===== src/hlcr_pkg.sv =====
`default_nettype none
// Shared constants of the host link id, retry and swap register bank
package hlcr_pkg;
	// Register byte offsets
	localparam logic [7:0] OFF_VERSION = 8'h00;
	localparam logic [7:0] OFF_ROM     = 8'h04;
	localparam logic [7:0] OFF_RETRY   = 8'h08;
	localparam logic [7:0] OFF_SDATA   = 8'h0C;
	localparam logic [7:0] OFF_SCMP    = 8'h10;
	localparam logic [7:0] OFF_SCTRL   = 8'h14;
	// Version word fields
	localparam int         VER_PRESENT_BIT = 24;
	localparam logic [7:0] VER_MAJOR       = 8'h01;
	localparam logic [7:0] VER_MINOR       = 8'h00;
	// ROM access word fields
	localparam int ROM_CLEAR_BIT = 31;
	localparam int ROM_GO_BIT    = 25;
	// Retry field positions
	localparam int RTY_PHYS_LSB = 8;
	localparam int RTY_RESP_LSB = 4;
	localparam int RTY_REQ_LSB  = 0;
	localparam logic [3:0] RTY_RESET = 4'h0;
	// Swap control fields and reset
	localparam int   SCTRL_DONE_BIT   = 31;
	localparam logic SCTRL_DONE_RESET = 1'b1;
	// Swap target codes
	localparam logic [1:0] SEL_BUS_MGR  = 2'h0;
	localparam logic [1:0] SEL_BANDW    = 2'h1;
	localparam logic [1:0] SEL_CHAN_HI  = 2'h2;
	localparam logic [1:0] SEL_CHAN_LO  = 2'h3;
	// Reset contents of the four bus management resources
	localparam logic [31:0] RES_BUS_MGR_RESET = 32'h0000003F;
	localparam logic [31:0] RES_BANDW_RESET   = 32'h00001333;
	localparam logic [31:0] RES_CHAN_RESET    = 32'hFFFFFFFF;
	// Cycles spent waiting for the synchronised ROM detect to settle
	localparam logic [1:0] BOOT_CYCLES = 2'h3;
endpackage
`default_nettype wire


===== src/hlcr_regs.sv =====
`timescale 1ns/1ps
`default_nettype none
// What this block does
// - Version bit 24 shows attached ROM
// - ROM present: bus info loads after reset
// - Version major field reads 01
// - Version minor field reads 00
// - Address clear bit zeroes address, self-clears
// - Address clear fetches no byte
// - Read go fetches addressed byte, self-clears
// - Last fetched byte shown in bits 23:16
// - Second limit field reads zero
// - Cycle limit field reads zero
// - Physical response retry count bits 11:8
// - Async response retry count bits 7:4
// - Async request retry count bits 3:0
// - Swap data stored on successful compare
// - Swap compare tested against resource
// - Control write starts swap on selected resource
// - Done flag sets at finish, write clears
// - Select codes pick four bus resources
module hlcr_regs (
	input  wire logic        clk,
	input  wire logic        reset_n,
	input  wire logic        reg_wr_en,
	input  wire logic        reg_rd_en,
	input  wire logic [7:0]  reg_addr,
	input  wire logic [31:0] reg_wdata,
	output logic      [31:0] reg_rdata,
	input  wire logic        rom_detect,
	output logic             rom_rd_req,
	output logic      [7:0]  rom_rd_addr,
	input  wire logic        rom_rd_ack,
	input  wire logic [7:0]  rom_rd_data,
	output logic             rom_load_req,
	input  wire logic        rom_load_done,
	output logic      [3:0]  phys_response_retry_max,
	output logic      [3:0]  async_response_retry_max,
	output logic      [3:0]  async_request_retry_max
);
	// One-hot sequencer states
	typedef enum logic [3:0] {
		ST_BOOT = 4'h1,
		ST_LOAD = 4'h2,
		ST_IDLE = 4'h4,
		ST_READ = 4'h8
	} hlcr_state_e;

	typedef struct packed {
		hlcr_state_e st;         // ROM sequencer state
		logic [1:0]  boot_cnt;   // Settle count after reset
		logic        load_req;   // Bus info autoload request
		logic [31:0] rdata;      // Read data, held until next read
		logic        addr_clear; // Software address clear request
		logic        read_go;    // Software byte read request
		logic        rd_req;     // Byte fetch toward ROM engine
		logic [7:0]  rom_addr;   // Current ROM byte address
		logic [7:0]  read_byte;  // Last byte fetched
		logic [3:0]  phys_max;   // Physical response retries
		logic [3:0]  resp_max;   // Async response retries
		logic [3:0]  req_max;    // Async request retries
		logic [31:0] swap_data;  // New value, later the prior value
		logic [31:0] swap_cmp;   // Compare value
		logic [1:0]  swap_sel;   // Target resource code
		logic        swap_done;  // Completion flag
		logic        swap_start; // One cycle start pulse
	} hlcr_regs_s;

	hlcr_regs_s r_r;
	hlcr_regs_s r_nxt;
	logic       present;   // Synchronised ROM detect level
	logic       swap_fin;  // Swap unit completion pulse
	logic [31:0] swap_old; // Prior resource value
	logic [31:0] rd_word;  // Addressed register contents

	// ROM detect comes from a pin, so it is synchronised first
	hlcr_sync2 u_sync (
		.clk     (clk),
		.reset_n (reset_n),
		.d       (rom_detect),
		.q       (present)
	);

	// Resource store and atomic compare-swap
	hlcr_swap_unit u_swap (
		.clk     (clk),
		.reset_n (reset_n),
		.start   (r_r.swap_start),
		.sel     (r_r.swap_sel),
		.cmp_val (r_r.swap_cmp),
		.new_val (r_r.swap_data),
		.done    (swap_fin),
		.old_val (swap_old)
	);

	// Read multiplexer; unmapped offsets read zero
	always_comb
	begin
		case (reg_addr)
			hlcr_pkg::OFF_VERSION:
				rd_word = {7'h00, present, hlcr_pkg::VER_MAJOR, 8'h00,
					hlcr_pkg::VER_MINOR};
			hlcr_pkg::OFF_ROM:
				rd_word = {r_r.addr_clear, 5'h00, r_r.read_go, 1'b0,
					r_r.read_byte, 16'h0000};
			hlcr_pkg::OFF_RETRY:
				rd_word = {3'h0, 13'h0000, 4'h0, r_r.phys_max,
					r_r.resp_max, r_r.req_max};
			hlcr_pkg::OFF_SDATA:
				rd_word = r_r.swap_data;
			hlcr_pkg::OFF_SCMP:
				rd_word = r_r.swap_cmp;
			hlcr_pkg::OFF_SCTRL:
				rd_word = {r_r.swap_done, 29'h00000000, r_r.swap_sel};
			default:
				rd_word = 32'h00000000;
		endcase
	end

	// Next state: sequencer first, then bus writes, then swap return,
	// so a hardware set always beats a clear in the same cycle
	always_comb
	begin
		r_nxt = r_r;
		r_nxt.swap_start = 1'b0;
		if (reg_rd_en)
			r_nxt.rdata = rd_word;
		case (r_r.st)
			ST_BOOT:
			begin
				// Wait for the synchronised detect before deciding
				if (r_r.boot_cnt == hlcr_pkg::BOOT_CYCLES)
				begin
					r_nxt.load_req = present;
					r_nxt.st = present ? ST_LOAD : ST_IDLE;
				end
				else
					r_nxt.boot_cnt = r_r.boot_cnt + 2'h1;
			end
			ST_LOAD:
			begin
				// Byte reads wait until the autoload has finished
				if (rom_load_done)
				begin
					r_nxt.load_req = 1'b0;
					r_nxt.st = ST_IDLE;
				end
			end
			ST_IDLE:
			begin
				if (r_r.addr_clear)
				begin
					// Address only; the read byte stays as it was
					r_nxt.rom_addr = 8'h00;
					r_nxt.addr_clear = 1'b0;
				end
				else if (r_r.read_go)
				begin
					// With no ROM the engine never answers; software avoids this
					r_nxt.rd_req = 1'b1;
					r_nxt.st = ST_READ;
				end
			end
			ST_READ:
			begin
				if (rom_rd_ack)
				begin
					r_nxt.read_byte = rom_rd_data;
					r_nxt.rom_addr = r_r.rom_addr + 8'h01;
					r_nxt.read_go = 1'b0;
					r_nxt.rd_req = 1'b0;
					r_nxt.st = ST_IDLE;
				end
			end
			default:
				r_nxt.st = ST_IDLE;
		endcase
		if (reg_wr_en)
		begin
			case (reg_addr)
				hlcr_pkg::OFF_ROM:
				begin
					// Writing zero leaves a pending request alone
					if (reg_wdata[hlcr_pkg::ROM_CLEAR_BIT])
						r_nxt.addr_clear = 1'b1;
					if (reg_wdata[hlcr_pkg::ROM_GO_BIT])
						r_nxt.read_go = 1'b1;
				end
				hlcr_pkg::OFF_RETRY:
				begin
					r_nxt.phys_max = reg_wdata[hlcr_pkg::RTY_PHYS_LSB +: 4];
					r_nxt.resp_max = reg_wdata[hlcr_pkg::RTY_RESP_LSB +: 4];
					r_nxt.req_max = reg_wdata[hlcr_pkg::RTY_REQ_LSB +: 4];
				end
				hlcr_pkg::OFF_SDATA:
					r_nxt.swap_data = reg_wdata;
				hlcr_pkg::OFF_SCMP:
					r_nxt.swap_cmp = reg_wdata;
				hlcr_pkg::OFF_SCTRL:
				begin
					r_nxt.swap_sel = reg_wdata[1:0];
					r_nxt.swap_done = 1'b0;
					r_nxt.swap_start = 1'b1;
				end
				default:
				begin
					// Version and unmapped offsets ignore writes
					r_nxt.swap_start = 1'b0;
				end
			endcase
		end
		if (swap_fin)
		begin
			r_nxt.swap_data = swap_old;
			r_nxt.swap_done = 1'b1;
		end
	end

	// State register
	always_ff @(posedge clk or negedge reset_n)
	begin
		if (!reset_n)
		begin
			r_r <= '0;
			r_r.st <= ST_BOOT;
			r_r.phys_max <= hlcr_pkg::RTY_RESET;
			r_r.resp_max <= hlcr_pkg::RTY_RESET;
			r_r.req_max <= hlcr_pkg::RTY_RESET;
			r_r.swap_done <= hlcr_pkg::SCTRL_DONE_RESET;
		end
		else
			r_r <= r_nxt;
	end

	// Outputs straight from the state flops
	assign reg_rdata = r_r.rdata;
	assign rom_rd_req = r_r.rd_req;
	assign rom_rd_addr = r_r.rom_addr;
	assign rom_load_req = r_r.load_req;
	assign phys_response_retry_max = r_r.phys_max;
	assign async_response_retry_max = r_r.resp_max;
	assign async_request_retry_max = r_r.req_max;
endmodule
`default_nettype wire


===== src/hlcr_swap_unit.sv =====
`timescale 1ns/1ps
`default_nettype none
// Holds the four bus management resources and runs compare-swap
module hlcr_swap_unit (
	input  wire logic        clk,
	input  wire logic        reset_n,
	input  wire logic        start,
	input  wire logic [1:0]  sel,
	input  wire logic [31:0] cmp_val,
	input  wire logic [31:0] new_val,
	output logic             done,
	output logic [31:0]      old_val
);
	typedef struct packed {
		logic [3:0][31:0] res;  // Resources indexed by target code
		logic             done; // One cycle completion pulse
		logic [31:0]      old;  // Value seen before the swap
	} hlcr_swap_s;

	hlcr_swap_s r_r;
	hlcr_swap_s r_nxt;

	// Compare and replace in one cycle, so no other access can interleave
	always_comb
	begin
		r_nxt = r_r;
		r_nxt.done = 1'b0;
		if (start)
		begin
			r_nxt.old = r_r.res[sel];
			r_nxt.done = 1'b1;
			if (r_r.res[sel] == cmp_val)
				r_nxt.res[sel] = new_val;
		end
	end

	// State register
	always_ff @(posedge clk or negedge reset_n)
	begin
		if (!reset_n)
		begin
			r_r <= '0;
			r_r.res[hlcr_pkg::SEL_BUS_MGR] <= hlcr_pkg::RES_BUS_MGR_RESET;
			r_r.res[hlcr_pkg::SEL_BANDW] <= hlcr_pkg::RES_BANDW_RESET;
			r_r.res[hlcr_pkg::SEL_CHAN_HI] <= hlcr_pkg::RES_CHAN_RESET;
			r_r.res[hlcr_pkg::SEL_CHAN_LO] <= hlcr_pkg::RES_CHAN_RESET;
		end
		else
			r_r <= r_nxt;
	end

	assign done = r_r.done;
	assign old_val = r_r.old;
endmodule
`default_nettype wire


===== src/hlcr_sync2.sv =====
`timescale 1ns/1ps
`default_nettype none
// Two flop synchroniser for a level from a pin
module hlcr_sync2 (
	input  wire logic clk,
	input  wire logic reset_n,
	input  wire logic d,
	output logic      q
);
	typedef struct packed {
		logic s1; // Metastable stage, read only by s2
		logic s2; // Settled stage
	} hlcr_sync_s;

	hlcr_sync_s r_r;
	hlcr_sync_s r_nxt;

	// Shift the pin level through both stages
	always_comb
	begin
		r_nxt = r_r;
		r_nxt.s1 = d;
		r_nxt.s2 = r_r.s1;
	end

	// State register
	always_ff @(posedge clk or negedge reset_n)
	begin
		if (!reset_n)
			r_r <= '0;
		else
			r_r <= r_nxt;
	end

	assign q = r_r.s2;
endmodule
`default_nettype wire

===== config.mk =====
export PLATFORM = sky130hd
export DESIGN_NAME = hlcr_regs
export DESIGN_NICKNAME = d
export VERILOG_FILES = /design/src/hlcr_pkg.sv /design/src/hlcr_regs.sv /design/src/hlcr_swap_unit.sv /design/src/hlcr_sync2.sv
export SDC_FILE = /design/constraint.sdc
export NUM_CORES = 1
export LEC_CHECK = 0
export BUFFER_PORTS_ARGS = -buffer_cell sky130_fd_sc_hd__buf_2
export CAP_MARGIN = 20
export CORE_ASPECT_RATIO = 0.9
export CORE_UTILIZATION = 40
export DETAILED_ROUTE_END_ITERATION = 7
export SLEW_MARGIN = 20
export SYNTH_ARGS = -nofsm -noshare
export SYNTH_HDL_FRONTEND = slang
export SYNTH_HIERARCHICAL = 1
export SYNTH_SLANG_ARGS = --single-unit

===== constraint.sdc =====
create_clock -name clk -period 3.3 [get_ports clk]
set_input_delay 0.33 -clock clk [delete_from_list [all_inputs] [get_ports clk]]
set_output_delay 0.33 -clock clk [all_outputs]
set_load 0.005 [all_outputs]

# Yosys cells after proc, flatten, opt, wreduce, memory -nomap -nowiden
# Cells that the tools add are included.
[word_totals]
ramBits = 0
inputBits = 55
wordCells = 101
out_inout_bits = 54
latch_bits = 0
rom_bits = 0
ff_bits = 301
memories = 0
[op_classes]
reduce_logical = 19
n_bitwise = 1
muxes = 35
shifts = 0
n_eq_ne = 17
n_lt_le_gt_ge = 2
div = 0
n_addsub = 2
mul = 0
[op_table]
columns = ["op", "n"]
rows = [
  ["32-bit case mux with 6 select lines", 1],
  ["32-bit two-way mux", 5],
  ["128-bit bitwise mux", 1],
  ["68-bit two-way mux", 1],
  ["32-bit binary-select mux with 2-bit select", 1],
  ["32-bit demux with 2-bit select", 1],
  ["33-bit two-way mux", 1],
  ["32-bit equality test", 1],
  ["4-bit two-way mux", 5],
  ["18-bit two-way mux", 1],
  ["9-bit case mux with 2 select lines", 1],
  ["8-bit by 4-bit equality test with 1-bit output, second input constant", 2],
  ["8-bit by 5-bit equality test with 1-bit output, second input constant", 2],
  ["4-bit case mux with 4 select lines", 1],
  ["2-bit AND reduction", 8],
  ["2-bit inequality test, second input constant", 6],
  ["1-bit two-way mux", 10],
  ["2-bit nonzero test", 5],
  ["8-bit by 1-bit adder with 8-bit output, second input constant", 1],
  ["8-bit by 3-bit equality test with 1-bit output, second input constant", 1],
  ["8-bit logical NOT", 1],
  ["8-bit two-way mux", 1],
  ["3-bit two-way mux", 2],
  ["3-bit AND reduction", 2],
  ["other kinds (14)", 15],
]

# Depth between registers and ports, before layout
[logic_depth]
depth_word = 6
ltp_mapped = 11
depth_no_buf = 7

# Modules after synthesis
# The synthesis kept the hierarchy.
[modules_own_cells]
columns = ["mod", "area_each_um2", "instances", "cells_per_inst", "seq_area_each_um2"]
rows = [
  ["hlcr_swap_unit", 7693.6, 1, 514, 4125.2],
  ["hlcr_regs", 6866.6, 1, 653, 3455.8],
  ["hlcr_sync2", 50.0, 1, 2, 50.0],
]

# Least setup slack after synthesis
# OpenSTA, ideal clock, no wires.
[synth_timing]
path_kind = "register to register"
startpoint = "register, netlist name r_r[2]"
endpoint = "register u_swap/r_r[39] in the netlist's numbering"
required_time_ns = 3.175
path_stages_with_launch = 11
n_path_buf = 4
arrival_time_ns = 2.957
setup_slack_ns = 0.218
setup_time_ns = 0.125
path_cell_list = "dfrtp_1 -> buf_2 -> buf_2 -> buf_2 -> mux4_2 -> xnor2_1 -> nand4_1 -> nor3_1 -> nand4b_1 -> buf_2 -> mux2_2"
[synth_rtl]
columns = ["element", "line", "rtl"]
rows = [
  ["end signal, assigned", "hlcr_swap_unit.sv:49", "r_r <= r_nxt;"],
  ["end, declared", "hlcr_swap_unit.sv:20", "hlcr_swap_s r_r;"],
]

==> results <==
- The flow ran to the end, and the final reports show no timing, DRC or antenna violations.
- The total congestion overflow is 0.
- The first global-routing pass estimated 57.5 mm of wire.
- The post-detailed-route wirelength per cell is 21.4 µm.
- The data required time of the critical path is 3.69 ns.
- The number of buffers created by CTS is 35.
- In this run the worst setup path terminates at u_swap/r_r[52].
- The relative slew slack is 48.0%.
- The achievable frequency is 318 MHz.
- VDD sags by at most 0.279 mV.
- The setup slack of the most critical reg-to-reg path is 0.16 ns.
- The count of unique library cells instantiated by Yosys is 64.
- After routing the design area is 16300 µm².
- The number of nets in the finished design is 1261.
- The setup TNS after final layout is 0 ns.
- Per report_power, the sequential group accounts for 48.3% of the total.
- The number of maximum-capacitance constraint violations is 0.
- The die span in x is 203 µm.
- The design draws 0.00822 W.
- The top cell type by area accounts for 38.0% of the synthesized area.
- The standard cell area after detailed placement is 15200 µm².
- In this run, synthesis inferred 0 flip-flops with an integrated enable.
- Traced cell by cell, the critical path runs through buf_12 -> mux4_2 -> xor2_1 -> nor4_1 -> nand2_1 -> a2111oi_4 -> nand4b_1 -> buf_4 -> mux2_2.
- The number of inserted diodes is 0.
- The number of antenna violations at the first check in global routing is 1.
- The startpoint of the most critical setup path is r_r[2].
- The number of hold-slack violations in the final timing report came to 0.
- For this run, the total global-route usage over all layers was measured as 20.1%.
- The count of buffers from port buffering is 108.
- The cell area after technology mapping is 14600 µm².
- Before antenna repair, the detailed router went through 4 iterations.
- The combinational cell fraction of total power is 6.5%.
- The length in cells of the worst reg-to-reg path is 9.
- The remaining design rule violation count is 0.
- The shortest clock period the worst path allows after layout is 3.14 ns.
- The H-tree was split into 2 levels.
- In this design, the largest share of critical-path delay is due to multiplexers.
- The final RePlAce weighted congestion is 0.791.
- For this design the static power due to leakage is 7.57 nW.
- The part of the total power dissipated in the clock network is 45.2%.
- At the later pin of the worst-skew pair, clock insertion delay measures 0.53 ns.
- The total of endpoints with negative setup slack in the final report is 0.
- In the final layout, the share of cells above drive strength 1 is 41.6%.
- The total count of max-transition violations in the final report is 0.
- The total of flip-flops plus latches after synthesis is 301.
- The dominant combinational cell family by area after synthesis is multiplexers.
- Yosys printed 6 warnings.
- After clock tree synthesis, the clock-pin slew on the worst setup and hold paths is 0.06 ns.
- The share of synthesized cell area in and, or, nand and nor gates is 6.56%.
- Summing the areas of all compound-gate instances in the mapped netlist gives 8.29% of the synthesized area.
- The actual slew at the worst max-slew pin is 0.780 ns.
- The share of synthesized flip-flops with an asynchronous set or reset is 100%.
- A synthesized cell averages 12.5 µm².
- The multiplexer fraction of the synthesized cell area is 22.9%.
- The number of nets in the synthesized netlist is 1226.
- The placed wire-length estimate after detailed placement is 24.3 mm.
- The fraction of power spent switching nets is 24.3%.
- The final setup skew is 0.0264 ns.
- The tightest min-delay check is of the in -> reg type.
- The synthesis-to-finish area growth is 11.8%.
- The buffer cell driving the clock tree root is clkbuf_16.
- The floorplan has 66 rows.
- The internal power is 0.00622 W.
- The peak fanout along the critical path is 20.
- The synthesized design spends more area on one cell type than any other, namely dfrtp_1.
- The adder-cell area share of the yosys netlist is 0.171%.
- The path type of the worst setup path is reg -> reg.
- In the synthesized netlist the dominant register cell turns out to be dfrtp_1.
- Counting both buffers and inverters, the worst setup path holds a total of 2.
- The standard cell with the maximum stage delay on the critical path is mux4_2.
- The final critical path takes up 95.2% of the cycle.
- The critical path runs through a total of 9 cells.
- After detailed routing, the number of vias per cell comes to 5.39.
- The antenna violation net count after detailed routing is 0.
- The largest single stage delay on the critical path is 0.55 ns.
- The worst hold margin is 0.0227 ns.
- Summed over all layers, the routed wires come to 36.5 mm.
- Detailed routing inserted a total of 9209 vias.
- Dividing total power by cell area gives a power density of 503 nW/µm².
- The number of global-route vias before repair came to 9543.
- The initial utilization of the core area, before any placement, comes to 40.5%.
- The data arrival time of the worst path is 3.53 ns.
- The clock passes through at most 3 buffers.
- The y dimension of the die is 183 µm.
- The number of primary I/O pins is 109.
- The die covers 37300 µm².
- TritonCTS built the clock tree.
- The number of cells produced by synthesis is 1169.
- The post-synthesis share of cell area spent on xor and xnor gates is 1.92%.
- For this block, the initial DRC count from the detailed router was 621.
- Entering global routing, the biggest net connects 100 pins.
- The post-cts resize count is 0.
- Ranked by total cell area, the synthesized netlist is headed by dfrtp_1 38%, mux2_2 14%, dfstp_2 14%.
- The endpoint identified for the worst register-to-register timing path is u_swap/r_r[52].
- After floorplanning, the core was sized to cover 36100 µm².
- The startpoint identified for the worst register-to-register timing path is r_r[2].
- The portion of the post-synthesis area used by sequential elements is 52.2%.
- Setup repair after global routing left no endpoint under its margin.
- The startpoint type of the worst setup path is a register.
- The element type at the critical path end is a register.
- The number of clock sinks is 301.
- The net switching power of the design is 0.00200 W.
-- layout by cell type, fill, tap and decap left out, types with 24 or more instances in the layout --
| cell | instances |
|---|---|
| nand2_1 | 67 |
| o22ai_1 | 38 |
| a31oi_1 | 33 |
| mux2i_1 | 29 |
| inv_1 | 48 |
| clkbuf_16 | 36 |
| mux2_1 | 24 |
| mux2_2 | 188 |
| buf_2 | 107 |
| nor2b_1 | 40 |
| buf_4 | 32 |
| a22oi_1 | 30 |
| a21oi_1 | 36 |
| dfstp_2 | 79 |
| dfrtp_1 | 219 |
-- flip-flops by register name, indices dropped and copies added (netlist names), 4 cells and up --
signal                    count
u_swap/r_r                  128
r_r                          84
reg_rdata                    32
u_swap/old_val               32
rom_rd_addr                   8
async_request_retry_max       4
async_response_retry_max      4
phys_response_retry_max       4
-- layer usage --
layer	vias to the layer above	GRT usage [%]	wire, µm
li1	4173	-	-
met5	-	0	10
met3	54	3.41	1600
met4	2	5.59	759
met1	4787	28.1	17000
met2	193	32.1	17200
-- Yosys cell counts, types with 6 or more instances --
cell and count:
nand4_1 7, buf_2 34, o21ai_0 7, mux4_2 23, a31oi_1 33, dfrtp_1 222
a22oi_1 30, xor2_1 18, nor2_1 16, mux2_2 188, mux2_4 10, nor2b_1 40
mux2i_1 29, inv_1 48, buf_4 86, a21o_1 6, mux2_1 24, xnor2_1 14
a21oi_1 36, o22ai_1 38, dfstp_2 79, a2bb2oi_1 10, nand2_1 67, clkbuf_1 27
-- stage by stage --
step / std cells / util (%) / setup WS, ns
after floorplan: 1169 / - / 0.218
after global placement: 1637 / 42.0 / 0.190
after detailed placement: 1637 / 42.0 / 0.183
after CTS: 1707 / 45.3 / 0.175
after global routing: 1707 / 45.3 / 0.0376
final: 1707 / 45.3 / 0.157
-- worst min-delay path, stage by stage --
cell and delay [ns]:
buf_2 0.08, nand2_1 0.05, nand2_1 0.05
-- cells by family (layout without fill, tap and decap cells) --
logic type,count (synthesis),count (layout)
DFF,301,301
muxes,274,274
buffers and inverters,203,265
AOI/OAI and AO/OA,180,180
and+or+nand+nor,177,177
xor gates and xnor gates,32,32
adders and majority gates,2,2
-- worst min path at each step --
stage                     from                    endpoint  slack, ns  cells after the start
3_5_place_dp           reset_n               reg_rdata[14]       0.35                      1
5_1_grt          reg_wdata[18]                     r_r[22]       0.01                      2
3_3_place_gp   u_sync/r_nxt[0]                    u_sync/q       0.33                      0
4_1_cts          reg_wdata[18]                     r_r[22]       0.01                      2
6_report        rom_rd_data[5]                     r_r[85]       0.02                      3
2_1_floorplan          reset_n  async_request_retry_max[0]       0.03                      0
-- layout make-up --
class	instances	area (µm²)
clock buffer	57	1050
clock inverter	7	56.3
fill	3332	19800
inverter	48	180
multi-input combinational	665	5820
sequential	301	7630
tap	476	596
timing repair buffer	153	991
-- repair_timing --
action | 4_1_cts | 5_1_grt
hold buffers | 6 | 0
endpoints found under the hold margin | 57 | 0
setup buffers | 0 | 0
-- power groups by stage --
stage	clock network (W)	registers (W)	logic [W]
floorplan	0	0.00395	0.000322
global route	0.00398	0.00398	0.000594
CTS	0.00381	0.00396	0.000544
global placement	0	0.00402	0.000530
finish	0.00371	0.00397	0.000538
detailed placement	0	0.00403	0.000537
No activity file was read; power rests on OpenSTA's default activity.
